===== config.mk =====
export PLATFORM = sky130hd
export DESIGN_NAME = fslc_link
export DESIGN_NICKNAME = d
export VERILOG_FILES = /design/src/fslc_pkg.sv /design/src/fslc_link.sv
export SDC_FILE = /design/constraint.sdc
export NUM_CORES = 1
export LEC_CHECK = 0
export ABC_CLOCK_PERIOD_IN_PS = 5400
export BUFFER_PORTS_ARGS = -buffer_cell sky130_fd_sc_hd__buf_2
export CAP_MARGIN = 5
export CORE_ASPECT_RATIO = 2
export CORE_MARGIN = 5
export CORE_UTILIZATION = 37
export DETAILED_ROUTE_END_ITERATION = 8
export PLACE_DENSITY = 0.54
export SYNTH_ARGS = -nofsm -noshare
export SYNTH_HDL_FRONTEND = slang
export SYNTH_SLANG_ARGS = --single-unit
export TNS_END_PERCENT = 100

===== constraint.sdc =====
create_clock -name ref_clk_i -period 5.4 [get_ports ref_clk_i]
set_input_delay 1.35 -clock ref_clk_i [delete_from_list [all_inputs] [get_ports ref_clk_i]]
set_output_delay 1.35 -clock ref_clk_i [all_outputs]
set_load 0.05 [all_outputs]

===== src/fslc_pkg.sv =====
package fslc_pkg;

    // Control characters of the framed link
    localparam logic [7:0] CH_START = 8'h02;
    localparam logic [7:0] CH_END = 8'h03;
    localparam logic [7:0] CH_EOT = 8'h04;
    localparam logic [7:0] CH_ACK = 8'h06;
    localparam logic [7:0] CH_NAK = 8'h15;

    // Attempts per frame before the exchange is given up
    localparam logic [1:0] MAX_TRIES = 2'h3;

    // Reply window
    localparam int CLK_HZ = 10_000_000;
    localparam int REPLY_MS = 200;
    localparam int REPLY_CYC = REPLY_MS * (CLK_HZ / 1000);

    // Buffer sizes
    localparam int PAY_DEPTH = 32;
    localparam int FIFO_DEPTH = 8;
    localparam int WORD_W = 9;

    // One payload byte handed upward, with its end-of-frame marker
    typedef struct packed {
        logic last;
        logic [7:0] data;
    } fslc_word_t;

    typedef enum logic [3:0] {
        ST_IDLE,
        ST_ADDR,
        ST_DATA,
        ST_CHECK,
        ST_REPLY,
        ST_DELIVER,
        ST_LOAD,
        ST_SEND,
        ST_WAIT,
        ST_EOT
    } fslc_state_t;

endpackage


===== src/fslc_link.sv =====
`timescale 1ns/1ps

module fslc_fifo #(
    parameter int WIDTH = fslc_pkg::WORD_W,
    parameter int DEPTH = fslc_pkg::FIFO_DEPTH
) (
    input wire logic ref_clk_i,
    input wire logic rst_i,
    input wire logic ce_i,
    input wire logic in_valid_i,
    input wire logic [WIDTH-1:0] in_word_i,
    output logic in_ready_o,
    output logic out_valid_o,
    output logic [WIDTH-1:0] out_word_o,
    input wire logic out_ready_i
);
    localparam int AW = (DEPTH > 1) ? $clog2(DEPTH) : 1;
    typedef struct packed {
        logic [DEPTH-1:0][WIDTH-1:0] mem;
        logic [AW-1:0] rd;
        logic [AW-1:0] wr;
        logic [AW:0] count;
    } fslc_fifo_regs_t;
    fslc_fifo_regs_t st;
    fslc_fifo_regs_t next_st;
    logic push;
    logic pop;
    assign in_ready_o = (st.count != (AW+1)'(DEPTH));
    assign out_valid_o = (st.count != '0);
    assign out_word_o = st.mem[st.rd];
    assign push = in_valid_i && in_ready_o;
    assign pop = out_valid_o && out_ready_i;
    always_comb begin
        next_st = st;
        if (push) begin
            next_st.mem[st.wr] = in_word_i;
            next_st.wr = (st.wr == AW'(DEPTH - 1)) ? '0 : st.wr + 1'b1;
        end
        if (pop) begin
            next_st.rd = (st.rd == AW'(DEPTH - 1)) ? '0 : st.rd + 1'b1;
        end
        // A full FIFO stops the deliver path, which in turn stops the receiver
        case ({push, pop})
            2'b10: next_st.count = st.count + 1'b1;
            2'b01: next_st.count = st.count - 1'b1;
            default: next_st.count = st.count;
        endcase
    end
    always_ff @(posedge ref_clk_i) begin
        if (rst_i) begin
            st <= '0;
        end else if (ce_i) begin
            st <= next_st;
        end
    end
endmodule

module fslc_link #(
    parameter int PAY_DEPTH = fslc_pkg::PAY_DEPTH,
    parameter int FIFO_DEPTH = fslc_pkg::FIFO_DEPTH,
    parameter int REPLY_CYC = fslc_pkg::REPLY_CYC
) (
    input wire logic ref_clk_i,
    input wire logic rst_i,
    input wire logic ce_i,
    input wire logic framed_protocol_setting_i,
    input wire logic handshake_en_i,
    input wire logic clear_to_send_i,
    input wire logic data_set_ready_i,
    input wire logic [7:0] module_addr_i,
    input wire logic [7:0] rx_byte_i,
    input wire logic rx_valid_i,
    output logic rx_ready_o,
    output logic [7:0] tx_byte_o,
    output logic tx_valid_o,
    input wire logic tx_ready_i,
    input wire logic [7:0] resp_byte_i,
    input wire logic resp_last_i,
    input wire logic resp_repeat_i,
    input wire logic resp_valid_i,
    output logic resp_ready_o,
    output fslc_pkg::fslc_word_t cmd_word_o,
    output logic cmd_valid_o,
    input wire logic cmd_ready_i,
    output logic check_error_o,
    output logic tx_done_o,
    output logic tx_abort_o,
    output logic link_abort_o
);
    typedef struct packed {
        fslc_pkg::fslc_state_t state;
        logic [PAY_DEPTH-1:0][7:0] pay;
        logic [7:0] len;
        logic [7:0] pos;
        logic [7:0] block_check_byte;
        logic good;
        logic repeat_mode;
        logic [1:0] tries;
        logic [31:0] timer;
        logic rx_ready;
        logic resp_ready;
        logic tx_valid;
        logic [7:0] tx_byte;
        logic check_error;
        logic tx_done;
        logic tx_abort;
        logic link_abort;
    } fslc_regs_t;

    fslc_regs_t st;
    fslc_regs_t next_st;
    logic hs_tx_ok;
    logic hs_rx_ok;
    logic tx_taken;
    logic tx_free;
    logic rx_take;
    logic resp_take;
    logic push_valid;
    logic push_ready;
    fslc_pkg::fslc_word_t push_word;
    logic [7:0] send_byte;
    logic [7:0] end_pos;
    // Modem lines only matter with handshake on
    assign hs_tx_ok = !handshake_en_i || clear_to_send_i;
    assign hs_rx_ok = !handshake_en_i || data_set_ready_i;
    assign tx_taken = st.tx_valid && tx_ready_i;
    assign tx_free = !st.tx_valid || tx_taken;
    assign rx_take = rx_valid_i && st.rx_ready;
    assign resp_take = resp_valid_i && st.resp_ready;
    assign end_pos = st.len + 8'h03;
    assign push_valid = (st.state == fslc_pkg::ST_DELIVER) && (st.len != 8'h00);
    assign push_word.data = st.pay[st.pos];
    assign push_word.last = (st.pos == st.len - 8'h01);
    // Byte for the current position of an outgoing frame
    always_comb begin
        if (st.pos == 8'h00) begin
            send_byte = fslc_pkg::CH_START;
        end else if (st.pos == 8'h01) begin
            send_byte = module_addr_i;
        end else if (st.pos <= st.len + 8'h01) begin
            send_byte = st.pay[8'(st.pos - 8'h02)];
        end else if (st.pos == st.len + 8'h02) begin
            send_byte = fslc_pkg::CH_END;
        end else begin
            send_byte = st.block_check_byte;
        end
    end
    always_comb begin
        next_st = st;
        next_st.check_error = 1'b0;
        next_st.tx_done = 1'b0;
        next_st.tx_abort = 1'b0;
        next_st.link_abort = 1'b0;
        if (tx_taken) begin
            next_st.tx_valid = 1'b0;
        end
        case (st.state)
            fslc_pkg::ST_IDLE: begin
                if (!framed_protocol_setting_i) begin
                    // Unframed: bytes pass one at a time in both directions
                    if (resp_take) begin
                        next_st.tx_valid = 1'b1;
                        next_st.tx_byte = resp_byte_i;
                    end else if (rx_take) begin
                        next_st.pay[0] = rx_byte_i;
                        next_st.len = 8'h01;
                        next_st.pos = 8'h00;
                        next_st.state = fslc_pkg::ST_DELIVER;
                    end
                end else if (resp_take) begin
                    // A response start wins over a line byte in the same cycle
                    next_st.pay[0] = resp_byte_i;
                    next_st.len = 8'h01;
                    next_st.repeat_mode = resp_repeat_i;
                    next_st.pos = 8'h00;
                    next_st.tries = 2'h0;
                    next_st.block_check_byte = 8'h00;
                    next_st.state = resp_last_i ? fslc_pkg::ST_SEND : fslc_pkg::ST_LOAD;
                end else if (rx_take) begin
                    if (rx_byte_i == fslc_pkg::CH_START) begin
                        next_st.len = 8'h00;
                        next_st.good = 1'b1;
                        next_st.state = fslc_pkg::ST_ADDR;
                    end else if (rx_byte_i == fslc_pkg::CH_EOT) begin
                        next_st.link_abort = 1'b1;
                    end
                end
            end
            fslc_pkg::ST_ADDR: begin
                if (rx_take) begin
                    if (rx_byte_i == fslc_pkg::CH_EOT) begin
                        next_st.link_abort = 1'b1;
                        next_st.state = fslc_pkg::ST_IDLE;
                    end else begin
                        next_st.block_check_byte = rx_byte_i;
                        next_st.state = fslc_pkg::ST_DATA;
                    end
                end
            end
            fslc_pkg::ST_DATA: begin
                if (rx_take) begin
                    next_st.block_check_byte = st.block_check_byte ^ rx_byte_i;
                    if (rx_byte_i == fslc_pkg::CH_EOT) begin
                        next_st.link_abort = 1'b1;
                        next_st.state = fslc_pkg::ST_IDLE;
                    end else if (rx_byte_i == fslc_pkg::CH_END) begin
                        next_st.state = fslc_pkg::ST_CHECK;
                    end else if (st.len == 8'(PAY_DEPTH)) begin
                        // Too long to hold: refused with a negative answer
                        next_st.good = 1'b0;
                    end else begin
                        next_st.pay[st.len] = rx_byte_i;
                        next_st.len = st.len + 8'h01;
                    end
                end
            end
            fslc_pkg::ST_CHECK: begin
                // Any value is the check byte here, 04 included
                if (rx_take) begin
                    if (rx_byte_i != st.block_check_byte) begin
                        next_st.good = 1'b0;
                        next_st.check_error = 1'b1;
                    end
                    next_st.pos = 8'h00;
                    next_st.state = fslc_pkg::ST_REPLY;
                end
            end
            fslc_pkg::ST_REPLY: begin
                // Answered at once, far inside the reply window
                if (st.pos == 8'h00 && tx_free && hs_tx_ok) begin
                    next_st.tx_valid = 1'b1;
                    next_st.tx_byte = st.good ? fslc_pkg::CH_ACK : fslc_pkg::CH_NAK;
                    next_st.pos = 8'h01;
                end else if (st.pos == 8'h01 && tx_taken) begin
                    next_st.pos = 8'h00;
                    next_st.state = st.good ? fslc_pkg::ST_DELIVER : fslc_pkg::ST_IDLE;
                end
            end
            fslc_pkg::ST_DELIVER: begin
                if (st.len == 8'h00) begin
                    next_st.state = fslc_pkg::ST_IDLE;
                end else if (push_ready) begin
                    next_st.pos = st.pos + 8'h01;
                    if (push_word.last) begin
                        next_st.state = fslc_pkg::ST_IDLE;
                    end
                end
            end
            fslc_pkg::ST_LOAD: begin
                if (resp_take) begin
                    next_st.pay[st.len] = resp_byte_i;
                    next_st.len = st.len + 8'h01;
                    // An over-long response is cut at the buffer size
                    if (resp_last_i || st.len == 8'(PAY_DEPTH - 1)) begin
                        next_st.state = fslc_pkg::ST_SEND;
                    end
                end
            end
            fslc_pkg::ST_SEND: begin
                if (tx_free && hs_tx_ok) begin
                    next_st.tx_valid = 1'b1;
                    next_st.tx_byte = send_byte;
                    next_st.pos = st.pos + 8'h01;
                    if (st.pos != 8'h00 && st.pos != end_pos) begin
                        next_st.block_check_byte = st.block_check_byte ^ send_byte;
                    end
                    if (st.pos == end_pos) begin
                        next_st.timer = 32'h0;
                        if (st.repeat_mode) begin
                            next_st.tx_done = 1'b1;
                            next_st.state = fslc_pkg::ST_IDLE;
                        end else begin
                            next_st.state = fslc_pkg::ST_WAIT;
                        end
                    end
                end
            end
            fslc_pkg::ST_WAIT: begin
                next_st.timer = st.timer + 32'h1;
                if (rx_take && rx_byte_i == fslc_pkg::CH_ACK) begin
                    next_st.tx_done = 1'b1;
                    next_st.state = fslc_pkg::ST_IDLE;
                end else if (rx_take && rx_byte_i == fslc_pkg::CH_EOT) begin
                    next_st.link_abort = 1'b1;
                    next_st.state = fslc_pkg::ST_IDLE;
                end else if ((rx_take && rx_byte_i == fslc_pkg::CH_NAK) ||
                             st.timer == 32'(REPLY_CYC - 1)) begin
                    if (st.tries == fslc_pkg::MAX_TRIES - 2'h1) begin
                        next_st.state = fslc_pkg::ST_EOT;
                    end else begin
                        // Buffer is untouched, so the resend is identical
                        next_st.tries = st.tries + 2'h1;
                        next_st.pos = 8'h00;
                        next_st.block_check_byte = 8'h00;
                        next_st.state = fslc_pkg::ST_SEND;
                    end
                end
            end
            fslc_pkg::ST_EOT: begin
                if (tx_free && hs_tx_ok) begin
                    next_st.tx_valid = 1'b1;
                    next_st.tx_byte = fslc_pkg::CH_EOT;
                    next_st.tx_abort = 1'b1;
                    next_st.state = fslc_pkg::ST_IDLE;
                end
            end
            default: begin
                next_st.state = fslc_pkg::ST_IDLE;
            end
        endcase
        // Ready flags are registered, so they follow the next state
        next_st.rx_ready = hs_rx_ok && (next_st.state == fslc_pkg::ST_ADDR ||
            next_st.state == fslc_pkg::ST_DATA || next_st.state == fslc_pkg::ST_CHECK ||
            next_st.state == fslc_pkg::ST_WAIT || next_st.state == fslc_pkg::ST_IDLE);
        next_st.resp_ready = framed_protocol_setting_i ?
            (next_st.state == fslc_pkg::ST_IDLE || next_st.state == fslc_pkg::ST_LOAD) :
            (next_st.state == fslc_pkg::ST_IDLE && !next_st.tx_valid && hs_tx_ok);
    end
    always_ff @(posedge ref_clk_i) begin
        if (rst_i) begin
            st <= '0;
        end else if (ce_i) begin
            st <= next_st;
        end
    end
    fslc_fifo #(
        .WIDTH(fslc_pkg::WORD_W),
        .DEPTH(FIFO_DEPTH)
    ) i_fslc_fifo (
        .ref_clk_i(ref_clk_i),
        .rst_i(rst_i),
        .ce_i(ce_i),
        .in_valid_i(push_valid),
        .in_word_i(push_word),
        .in_ready_o(push_ready),
        .out_valid_o(cmd_valid_o),
        .out_word_o(cmd_word_o),
        .out_ready_i(cmd_ready_i)
    );
    assign rx_ready_o = st.rx_ready;
    assign tx_byte_o = st.tx_byte;
    assign tx_valid_o = st.tx_valid;
    assign resp_ready_o = st.resp_ready;
    assign check_error_o = st.check_error;
    assign tx_done_o = st.tx_done;
    assign tx_abort_o = st.tx_abort;
    assign link_abort_o = st.link_abort;
endmodule


Word-level counts from Yosys, hierarchy flattened

Index checks and enable logic that the tools add are counted.

Register bits after elaboration: 417
Bits of input ports: 37
Output and inout bits: 25
Word-level logic and storage cells: 336

Add/subtract/negate cells: 12
Magnitude comparators: 8
Equality and inequality tests: 67
Multiplexer cells: 126
Bitwise operators: 2
Reduce and logical (&&, ||, !) cells: 62

Operators by type and width:

| kind                    | count |
|---|---|
| $mux W264               | 3 |
| $mux W268               | 2 |
| $bwmux W256             | 2 |
| $pmux W248 S2           | 1 |
| $mux W8                 | 19 |
| $mux W16                | 6 |
| $mux W4                 | 24 |
| $bmux W8 S5             | 2 |
| $bwmux W72              | 1 |
| $mux W24                | 3 |
| $mux W9                 | 8 |
| $mux W32                | 2 |
| $pmux W32 S2            | 1 |
| $ne A2 B2 Y1 const B    | 26 |
| $pmux W16 S3            | 1 |
| $pmux W8 S6             | 1 |
| $demux W8 S5            | 1 |
| $pmux W4 S10            | 1 |
| $pmux W8 S5             | 1 |
| $pmux W9 S4             | 1 |
| $add A32 B1 Y32 const B | 1 |
| $eq A32 B21 Y1 const B  | 1 |
| $mux W1                 | 28 |
| $bmux W9 S3             | 1 |
| 61 further kinds        | 140 |

Longest topological paths before layout

Gate-level depths: netlist of run 1.

Word-level depth: 16
Gate-level depth with buffers: 17
Gate-level depth less buffers: 13

By module

A second synthesis of run 1 with hierarchy kept.

Cell total of the unflattened synthesis: 2,701
Area, all modules: 23,333.6 µm²

By module, submodules not included:

| module    | times used | cells each | area an instance (µm²) | seq. area each (µm²) |
|---|---|---|---|---|
| fslc_link | 1          | 2,351      | 19,578.8               | 6,706.4 |
| fslc_fifo | 1          | 350        | 3,754.9                | 1,641.6 |

Worst setup path after synthesis of run 1

OpenSTA, ideal clock, no wires.

Path type: register -> register
Start: reg st[61] (netlist bit)
End: reg st[56] (netlist bit)
Library setup time: 122 ps
Arrival time: 4,068 ps
Data required time: 5,278 ps
Slack: 1,210 ps
Stages on the path, launching flop included: 15
Path buffers: 4
Clock period less this slack: 4,190 ps
Cells stage by stage: dfxtp_1 -> clkbuf_1 -> buf_2 -> buf_1 -> inv_1 -> ha_1 -> buf_2 -> mux4_2 -> mux4_2 -> mux2_2 -> and3_1 -> a311o_1 -> nand2_1 -> mux2i_1 -> a221o_1

Word-level cells in the longest chain between the ends: 10
Elaborated cells between the ends (all ways): 20
Those cells by class: add/sub (1); order compare (1); eq/ne (4); mux (9); bitwise (1); reduce/logical (4)

Ends and longest elaborated chain:

| what                          | line             | source |
|---|---|---|
| from (decl)                   | fslc_link.sv:110 | `fslc_regs_t st;` |
| from (signal assigned)        | fslc_link.sv:323 | `st <= next_st;` |
| $sub A8 B2 Y8                 | fslc_link.sv:141 | `send_byte = st.pay[8'(st.pos - 8'h02)];` |
| $bmux W8 S5                   | fslc_link.sv:141 |  |
| $mux W8 (implied by the code) | fslc_link.sv:141 |  |
| $mux W8                       | fslc_link.sv:140 | `end else if (st.pos <= st.len + 8'h01) begin` |
| $mux W8                       | fslc_link.sv:138 | `end else if (st.pos == 8'h01) begin` |
| $mux W8                       | fslc_link.sv:136 | `if (st.pos == 8'h00) begin` |
| $xor A8 B8 Y8                 | fslc_link.sv:265 | `next_st.block_check_byte = st.block_check_byte ^ send_byte;` |
| $mux W8                       | fslc_link.sv:264 | `if (st.pos != 8'h00 && st.pos != end_pos) begin` |
| $mux W16                      | fslc_link.sv:260 | `if (tx_free && hs_tx_ok) begin` |
| $pmux W8 S5                   | fslc_link.sv:157 | `case (st.state)` |

Several ways; a longest one is shown, not always the timed one. The select of a mux whose other input is x is not followed.
A chain may end at the register's enable or synchronous reset.

==> run_results.csv, run 1 <==
group,metric,value,unit
placement,hpwl,50400,µm
logic_synthesis,synth-async-reset-ratio,0,%
routing,drt-initial-drc-count,1802,
cts,cts_hold_repair.buffers,0,
cts,htree_levels,2,
routing,finalWirelength,73200,µm
sta,drv_slew,0,
logic_synthesis,netlist_area,0.0229,mm²
global_routing,grt_pass1_wl,113000,µm
pwr,p_switching,1830,µW
logic_synthesis,synthCells,2473,
worst_setup_path,crit_required,4.05,ns
worst_setup_path,critical-path-slowest-cell,"dfxtp_1",
sta,tns,0,ns
run,max-cap-violations,0,
final_layout,insertedDiodeCount,0,
logic_synthesis,synth_sequential_area_ratio,36.5,%
worst_setup_path,rr_worst_depth,11,
pwr,internal_power,5120,µW
hold_path,min_from,"link_abort_o$_SDFFE_PP0P_",
sta,skew,0.0205,ns
cts,clk_pin_slew_worst_paths,0.06,ns
die,io_pins,62,
die,dieArea,0.0671,mm²
outcome,status,"complete, no violations",
pwr,p_per_area,274,mW/mm²
logic_synthesis,yosys_register_bits,417,
worst_setup_path,crit_chain,"mux4_2 -> mux2_2 -> buf_2",
worst_setup_path,startpoint,"i_fslc_fifo.st[7]$_SDFFE_PP0P_",
placement,dp.cells,3176,
logic_synthesis,syn-num-nets,2542,
die,die_h,361,µm
logic_synthesis,yosys_warnings,0,
logic_synthesis,synth_flop_cell,"dfxtp_1",
cts,insertion_delay,0.58,ns
sta,period_share,76.5,%
cts,cts_resized,0,
placement,dp_slack,1.29,ns
sta,worst_pin_slew,1.16,ns
global_routing,grt_max_degree,201,
worst_setup_path,crit_end,"cmd_word_o[5]",
final_layout,drive_gt1_share,17.0,%
logic_synthesis,post-synth-top-area-cell,"dfxtp_1",
worst_setup_path,worstPathArrival,2.78,ns
placement,place.gp.congestion,0.875,
die,die_w,186,µm
cts,clock-sinks,417,
routing,viasPerCell,5.87,
cts,postCtsSetupBuffers,0,
worst_setup_path,critPathMaxFanout,20,
logic_synthesis,synth_area_leaders,"dfxtp_1 37%, mux4_2 15%, nor2_1 8.7%",
worst_setup_path,path_class,"reg -> out",
sta,max_freq,242,MHz
logic_synthesis,synth_most_common_cell,"nor2_1",
routing,avgRoutedWirePerCell,22.5,µm
logic_synthesis,synthTopCellsByCount,"529 x nor2_1, 417 x dfxtp_1, 252 x a211oi_1",
sta,setup_viol,0,
worst_setup_path,endpoint_kind,"primary output",
routing,ant_nets,0,
die,core,0.0615,mm²
routing,drc,0,
die,rows,129,
global_routing,grt_usage,21.2,%
worst_setup_path,crit_path_start_kind,"register",
sta,fin_crit,4.13,ns
final_layout,nets,2504,
cts,cts_tree,"yes",
logic_synthesis,avgSynthCellArea,9.24,µm²
worst_setup_path,r2r_setup_slack,1.30,ns
cts,clockBufferDepth,3,
worst_setup_path,r2r_end,"st[56]$_SDFFE_PP0P_",
final_layout,nFillCells,6120,
sta,max_slew_margin,22.7,%
logic_synthesis,yosys.area.top_type_share,36.5,%
logic_synthesis,synth_edf_count,0,
routing,vias,19101,
logic_synthesis,synth_cell_types,89,
global_routing,antenna_found_initial,0,
global_routing,grt_pass1_vias,18146,
pwr,comb_power_share,9.5,%
final_layout,stdcell_count,3254,
routing,first_pass_iters,6,
placement,numPortBuffers,61,
pwr,power_frac_seq,45.4,%
sta,worst_slack,1.27,ns
die,start_util,37.2,%
pwr,swShare,26.3,%
worst_setup_path,slowest_delay,1.05,ns
global_routing,grt_overflow,0,
final_layout,area_delta_synth_final,11.1,%
pwr,p_leak,0.00827,µW
pwr,peakVddDrop,262,µV
worst_setup_path,r2r_start,"st[61]$_SDFFE_PP0P_",
sta,whs,0.462,ns
hold_path,hold_class,"reg -> reg",
sta,hold_viol,0,
pwr,pwr-share-clk,45.2,%
cts,numCtsBuffers,43,
sta,rsz0062_at_grt,"false",
cts,cts-root-buf,"clkbuf_16",
==> stage by stage <==
| stage | total power [µW] | utilization [%] | instance area (µm²) |
|---|---|---|---|
| floorplan | 3680 | - | 22900 |
| global placement | 3880 | 38.9 | 23900 |
| detailed placement | 3880 | 38.9 | 23900 |
| CTS | 7030 | 41.3 | 25400 |
| global route | 7190 | 41.3 | 25400 |
| finish | 6960 | 41.3 | 25400 |
==> worst min-delay path by stage <==
stage | to | depth (start not counted)
after floorplan | i_fslc_fifo.st[26]$_SDFFE_PP0P_ | 2
after global placement | check_error_o$_SDFFE_PP0P_ | 2
after detailed placement | link_abort_o$_SDFFE_PP0P_ | 2
after CTS | link_abort_o$_SDFFE_PP0P_ | 2
after global routing | link_abort_o$_SDFFE_PP0P_ | 2
final | link_abort_o$_SDFFE_PP0P_ | 2
==> worst max-delay path, delay by kind of cell, from the launching register on <==
kind	cells	cell delay, ns
flops	1	1.05
buf+inv	1	0.22
mux	2	0.92
==> power by group through the flow <==
| stage | registers (µW) | logic (µW) | clock network, µW |
|---|---|---|---|
| 2_1_floorplan | 3190 | 484 | 0 |
| 3_3_place_gp | 3220 | 653 | 0 |
| 3_5_place_dp | 3220 | 654 | 0 |
| 4_1_cts | 3150 | 657 | 3220 |
| 5_1_grt | 3160 | 706 | 3320 |
| 6_report | 3160 | 659 | 3140 |
==> logic make-up (layout without fill, tap and decap cells) <==
family,count (synthesis),count (layout),synth area share [%]
AOI/OAI and AO/OA,573,573,17.6
xor gates and xnor gates,70,70,2.68
adders and majority gates,32,32,1.78
buffers and inverters,260,255,4.89
DFF,417,417,36.5
muxes,238,238,18.9
and+or+nand+nor,883,883,17.6
==> cells in the final DEF (no fill, tap or decap), types with 8 or more instances in the layout <==
cell type,n
nor2_1,529
dfxtp_1,414
a211oi_1,252
mux4_2,154
a21oi_1,122
nand2_1,91
buf_4,78
mux2i_1,70
buf_2,60
nand3_1,55
clkbuf_16,43
xor2_1,39
nor3_1,37
o21ai_0,36
inv_1,33
xnor2_1,30
ha_1,30
nand4_1,28
a22oi_1,24
and2_1,17
and3_1,17
nor2b_1,16
nor4_1,15
o22ai_1,13
a31oi_1,11
clkinv_2,11
mux2_2,10
or3_1,10
nand2b_1,9
a221oi_1,9
and4_1,8
o211ai_1,8
a22oi_2,8
nor3_2,8
a211o_1,8
==> state kept, by name, indices dropped and copies added, names as in the netlist <==
name / cells
st: 320
resp_ready_o: 1
i_fslc_fifo.st: 82
tx_done_o: 1
rx_ready_o: 1
tx_valid_o: 1
check_error_o: 1
tx_abort_o: 1
tx_byte_o: 8
link_abort_o: 1
==> metal layers <==
layer | global-route usage [%] | vias to the layer above | part of all wire, %
met2 | 34.1 | 559 | 47
li1 | - | 9104 | -
met1 | 29.4 | 9302 | 44
met5 | 0 | - | 0
met3 | 2.21 | 136 | 4.6
met4 | 8.15 | 0 | 4.3
==> cell type report <==
type | count | area, µm² | share of cell area (%)
inverters | 35 | 131 | 0.517
well taps | 786 | 983 | 3.87
repair buffers | 142 | 961 | 3.79
clock inverters | 23 | 289 | 1.14
clock buffers | 55 | 1180 | 4.65
multi-input cells | 1796 | 13500 | 53.1
flip-flops and latches | 417 | 8360 | 32.9
Note: power is estimated with default switching activity, not from simulation.
==> run 2, diff against run 1 <==
--- a/config.mk
+++ b/config.mk
@@ -5,7 +5,7 @@
 export SDC_FILE = /design/constraint.sdc
 export NUM_CORES = 1
 export LEC_CHECK = 0
-export ABC_CLOCK_PERIOD_IN_PS = 5400
+export ABC_CLOCK_PERIOD_IN_PS = 3800
 export BUFFER_PORTS_ARGS = -buffer_cell sky130_fd_sc_hd__buf_2
 export CAP_MARGIN = 5
 export CORE_ASPECT_RATIO = 2
==> constraint.sdc (replaced) <==
create_clock -name ref_clk_i -period 3.8 [get_ports ref_clk_i]
set_input_delay 0.95 -clock ref_clk_i [delete_from_list [all_inputs] [get_ports ref_clk_i]]
set_output_delay 0.95 -clock ref_clk_i [all_outputs]
set_load 0.05 [all_outputs]
==> run 2 against run 1 <==
Effect of this change:
- design area grew 2.4%
- utilization rose by 0.99 points
- first-iteration DRC count down 9.2%
- register-to-register slack worse by 1.1 ns
- sequential power rose by 41%
- largest cell class unchanged
- die area is the same
- via count is 1.7% higher
- sequential cell count unchanged
- critical path depth increased by 7
- clock power rose by 50%
- worst setup slack worse by 1.0 ns
==> run_results.csv, run 2 (synthesis gave the netlist of run 1 again) <==
group,metric,value,unit
final_layout,stdcell_count,3322,
cts,clk_pin_slew_worst_paths,0.06,ns
sta,max_freq,280,MHz
die,rows,129,
cts,cts-root-buf,"clkbuf_16",
sta,max_slew_margin,27.5,%
pwr,power_frac_seq,43.9,%
routing,finalWirelength,72900,µm
die,die_h,361,µm
placement,place.gp.congestion,0.893,
cts,cts_tree,"yes",
final_layout,nFillCells,5994,
pwr,internal_power,7580,µW
pwr,swShare,25.4,%
routing,avgRoutedWirePerCell,22.0,µm
pwr,peakVddDrop,420,µV
sta,period_share,94.0,%
pwr,p_per_area,391,mW/mm²
final_layout,layout_common_cells,"529 x nor2_1, 414 x dfxtp_1, 251 x a211oi_1, 154 x mux4_2, 139 x buf_4",
sta,setup_viol,0,
worst_setup_path,crit_path_start_kind,"register",
cts,clock-sinks,417,
global_routing,grt_pass1_vias,18307,
routing,drt-initial-drc-count,1637,
sta,fin_crit,3.57,ns
global_routing,grt_max_degree,191,
sta,rsz0062_at_grt,"false",
global_routing,grt_pass1_wl,113000,µm
die,die_w,186,µm
final_layout,largest_register_ffs,320,
routing,first_pass_iters,6,
die,core,0.0615,mm²
final_layout,drive_gt1_share,19.1,%
pwr,pwr-share-clk,46.3,%
die,dieArea,0.0671,mm²
final_layout,nets,2568,
cts,cts_hold_repair.buffers,0,
sta,skew,0.0341,ns
global_routing,grt_overflow,0,
global_routing,antenna_found_initial,0,
global_routing,grt_usage,21.2,%
cts,numCtsBuffers,45,
run,max-cap-violations,0,
pwr,p_leak,0.00864,µW
cts,postCtsSetupBuffers,0,
routing,viasPerCell,5.85,
cts,htree_levels,2,
sta,hold_viol,0,
sta,drv_slew,0,
hold_path,hold_class,"reg -> reg",
outcome,status,"complete, no violations",
worst_setup_path,critPathMaxFanout,9,
final_layout,area_delta_synth_final,13.8,%
pwr,comb_power_share,9.9,%
placement,hpwl,50800,µm
routing,drc,0,
pwr,p_switching,2590,µW
worst_setup_path,endpoint_kind,"register",
final_layout,top_register,"st",
final_layout,regArea,0.00836,mm²
cts,cts_resized,0,
cts,insertion_delay,0.58,ns
pwr,total_power,10200,µW
final_layout,layout_commonest_cell,"nor2_1",
cts,clockBufferDepth,3,
worst_setup_path,worstPathArrival,4.02,ns
worst_setup_path,path_class,"reg -> reg",
routing,vias,19432,
sta,tns,0,ns
die,io_pins,62,
final_layout,insertedDiodeCount,0,
worst_setup_path,crit_required,4.24,ns
routing,ant_nets,0,
final_layout,multi_input_area,0.0135,mm²
placement,dp.cells,3238,
placement,numPortBuffers,61,
die,start_util,37.2,%
sta,worst_pin_slew,1.09,ns
[run 2: layer usage]
layer | GRT usage (%) | share of wire [%] | vias up
met5 | 0 | 0 | -
met4 | 7.35 | 3.6 | 0
met3 | 2.07 | 5.0 | 122
met2 | 34.0 | 47 | 660
met1 | 29.9 | 44 | 9429
li1 | - | - | 9221
[run 2: stage by stage]
stage	utilization (%)	setup WS [ns]	hold slack [ns]	instance area [µm²]
2_1_floorplan	-	0.0795	0.455	22900
3_3_place_gp	39.7	0.247	0.446	24400
3_5_place_dp	39.7	0.0936	0.455	24400
4_1_cts	42.2	0.0493	0.462	26000
5_1_grt	42.3	0.0179	0.479	26000
6_report	42.3	0.228	0.461	26000
[run 2: area by class of cell]
| cell class | count | area share (%) |
|---|---|---|
| Multi-Input combinational cell | 1796 | 51.9 |
| Timing Repair Buffer | 204 | 5.53 |
| Sequential cell | 417 | 32.1 |
| Tap cell | 786 | 3.78 |
| Clock buffer | 71 | 5.26 |
| Clock inverter | 13 | 0.847 |
| Inverter | 35 | 0.510 |
[run 2: power groups by stage]
stage	registers [µW]	logic, µW	clock network, µW
2_1_floorplan	4540	687	0
3_3_place_gp	4560	993	0
3_5_place_dp	4560	991	0
4_1_cts	4460	996	4810
5_1_grt	4460	1080	4990
6_report	4460	1000	4700
[run 2: critical path: stages (launching register included)]
cell	delay (ns)
dfxtp_1	0.44
inv_1	0.20
ha_1	0.24
a21oi_1	0.35
xor2_1	0.23
nand4_1	0.23
or4b_4	0.61
a2111oi_4	0.70
nand2_1	0.15
xnor2_1	0.15
nor2b_1	0.14
[run 2: final timing paths]
| check | start | end | slack (ns) | depth (start not counted) |
|---|---|---|---|---|
| worst min-delay path | link_abort_o$_SDFFE_PP0P_ | link_abort_o$_SDFFE_PP0P_ | 0.46 | 2 |
| worst min register to register | link_abort_o$_SDFFE_PP0P_ | link_abort_o$_SDFFE_PP0P_ | 0.46 | 2 |
| worst max-delay path | st[68]$_SDFFE_PP0P_ | st[36]$_SDFFE_PP0P_ | 0.23 | 10 |
| worst max register to register | st[68]$_SDFFE_PP0P_ | st[36]$_SDFFE_PP0P_ | 0.23 | 10 |
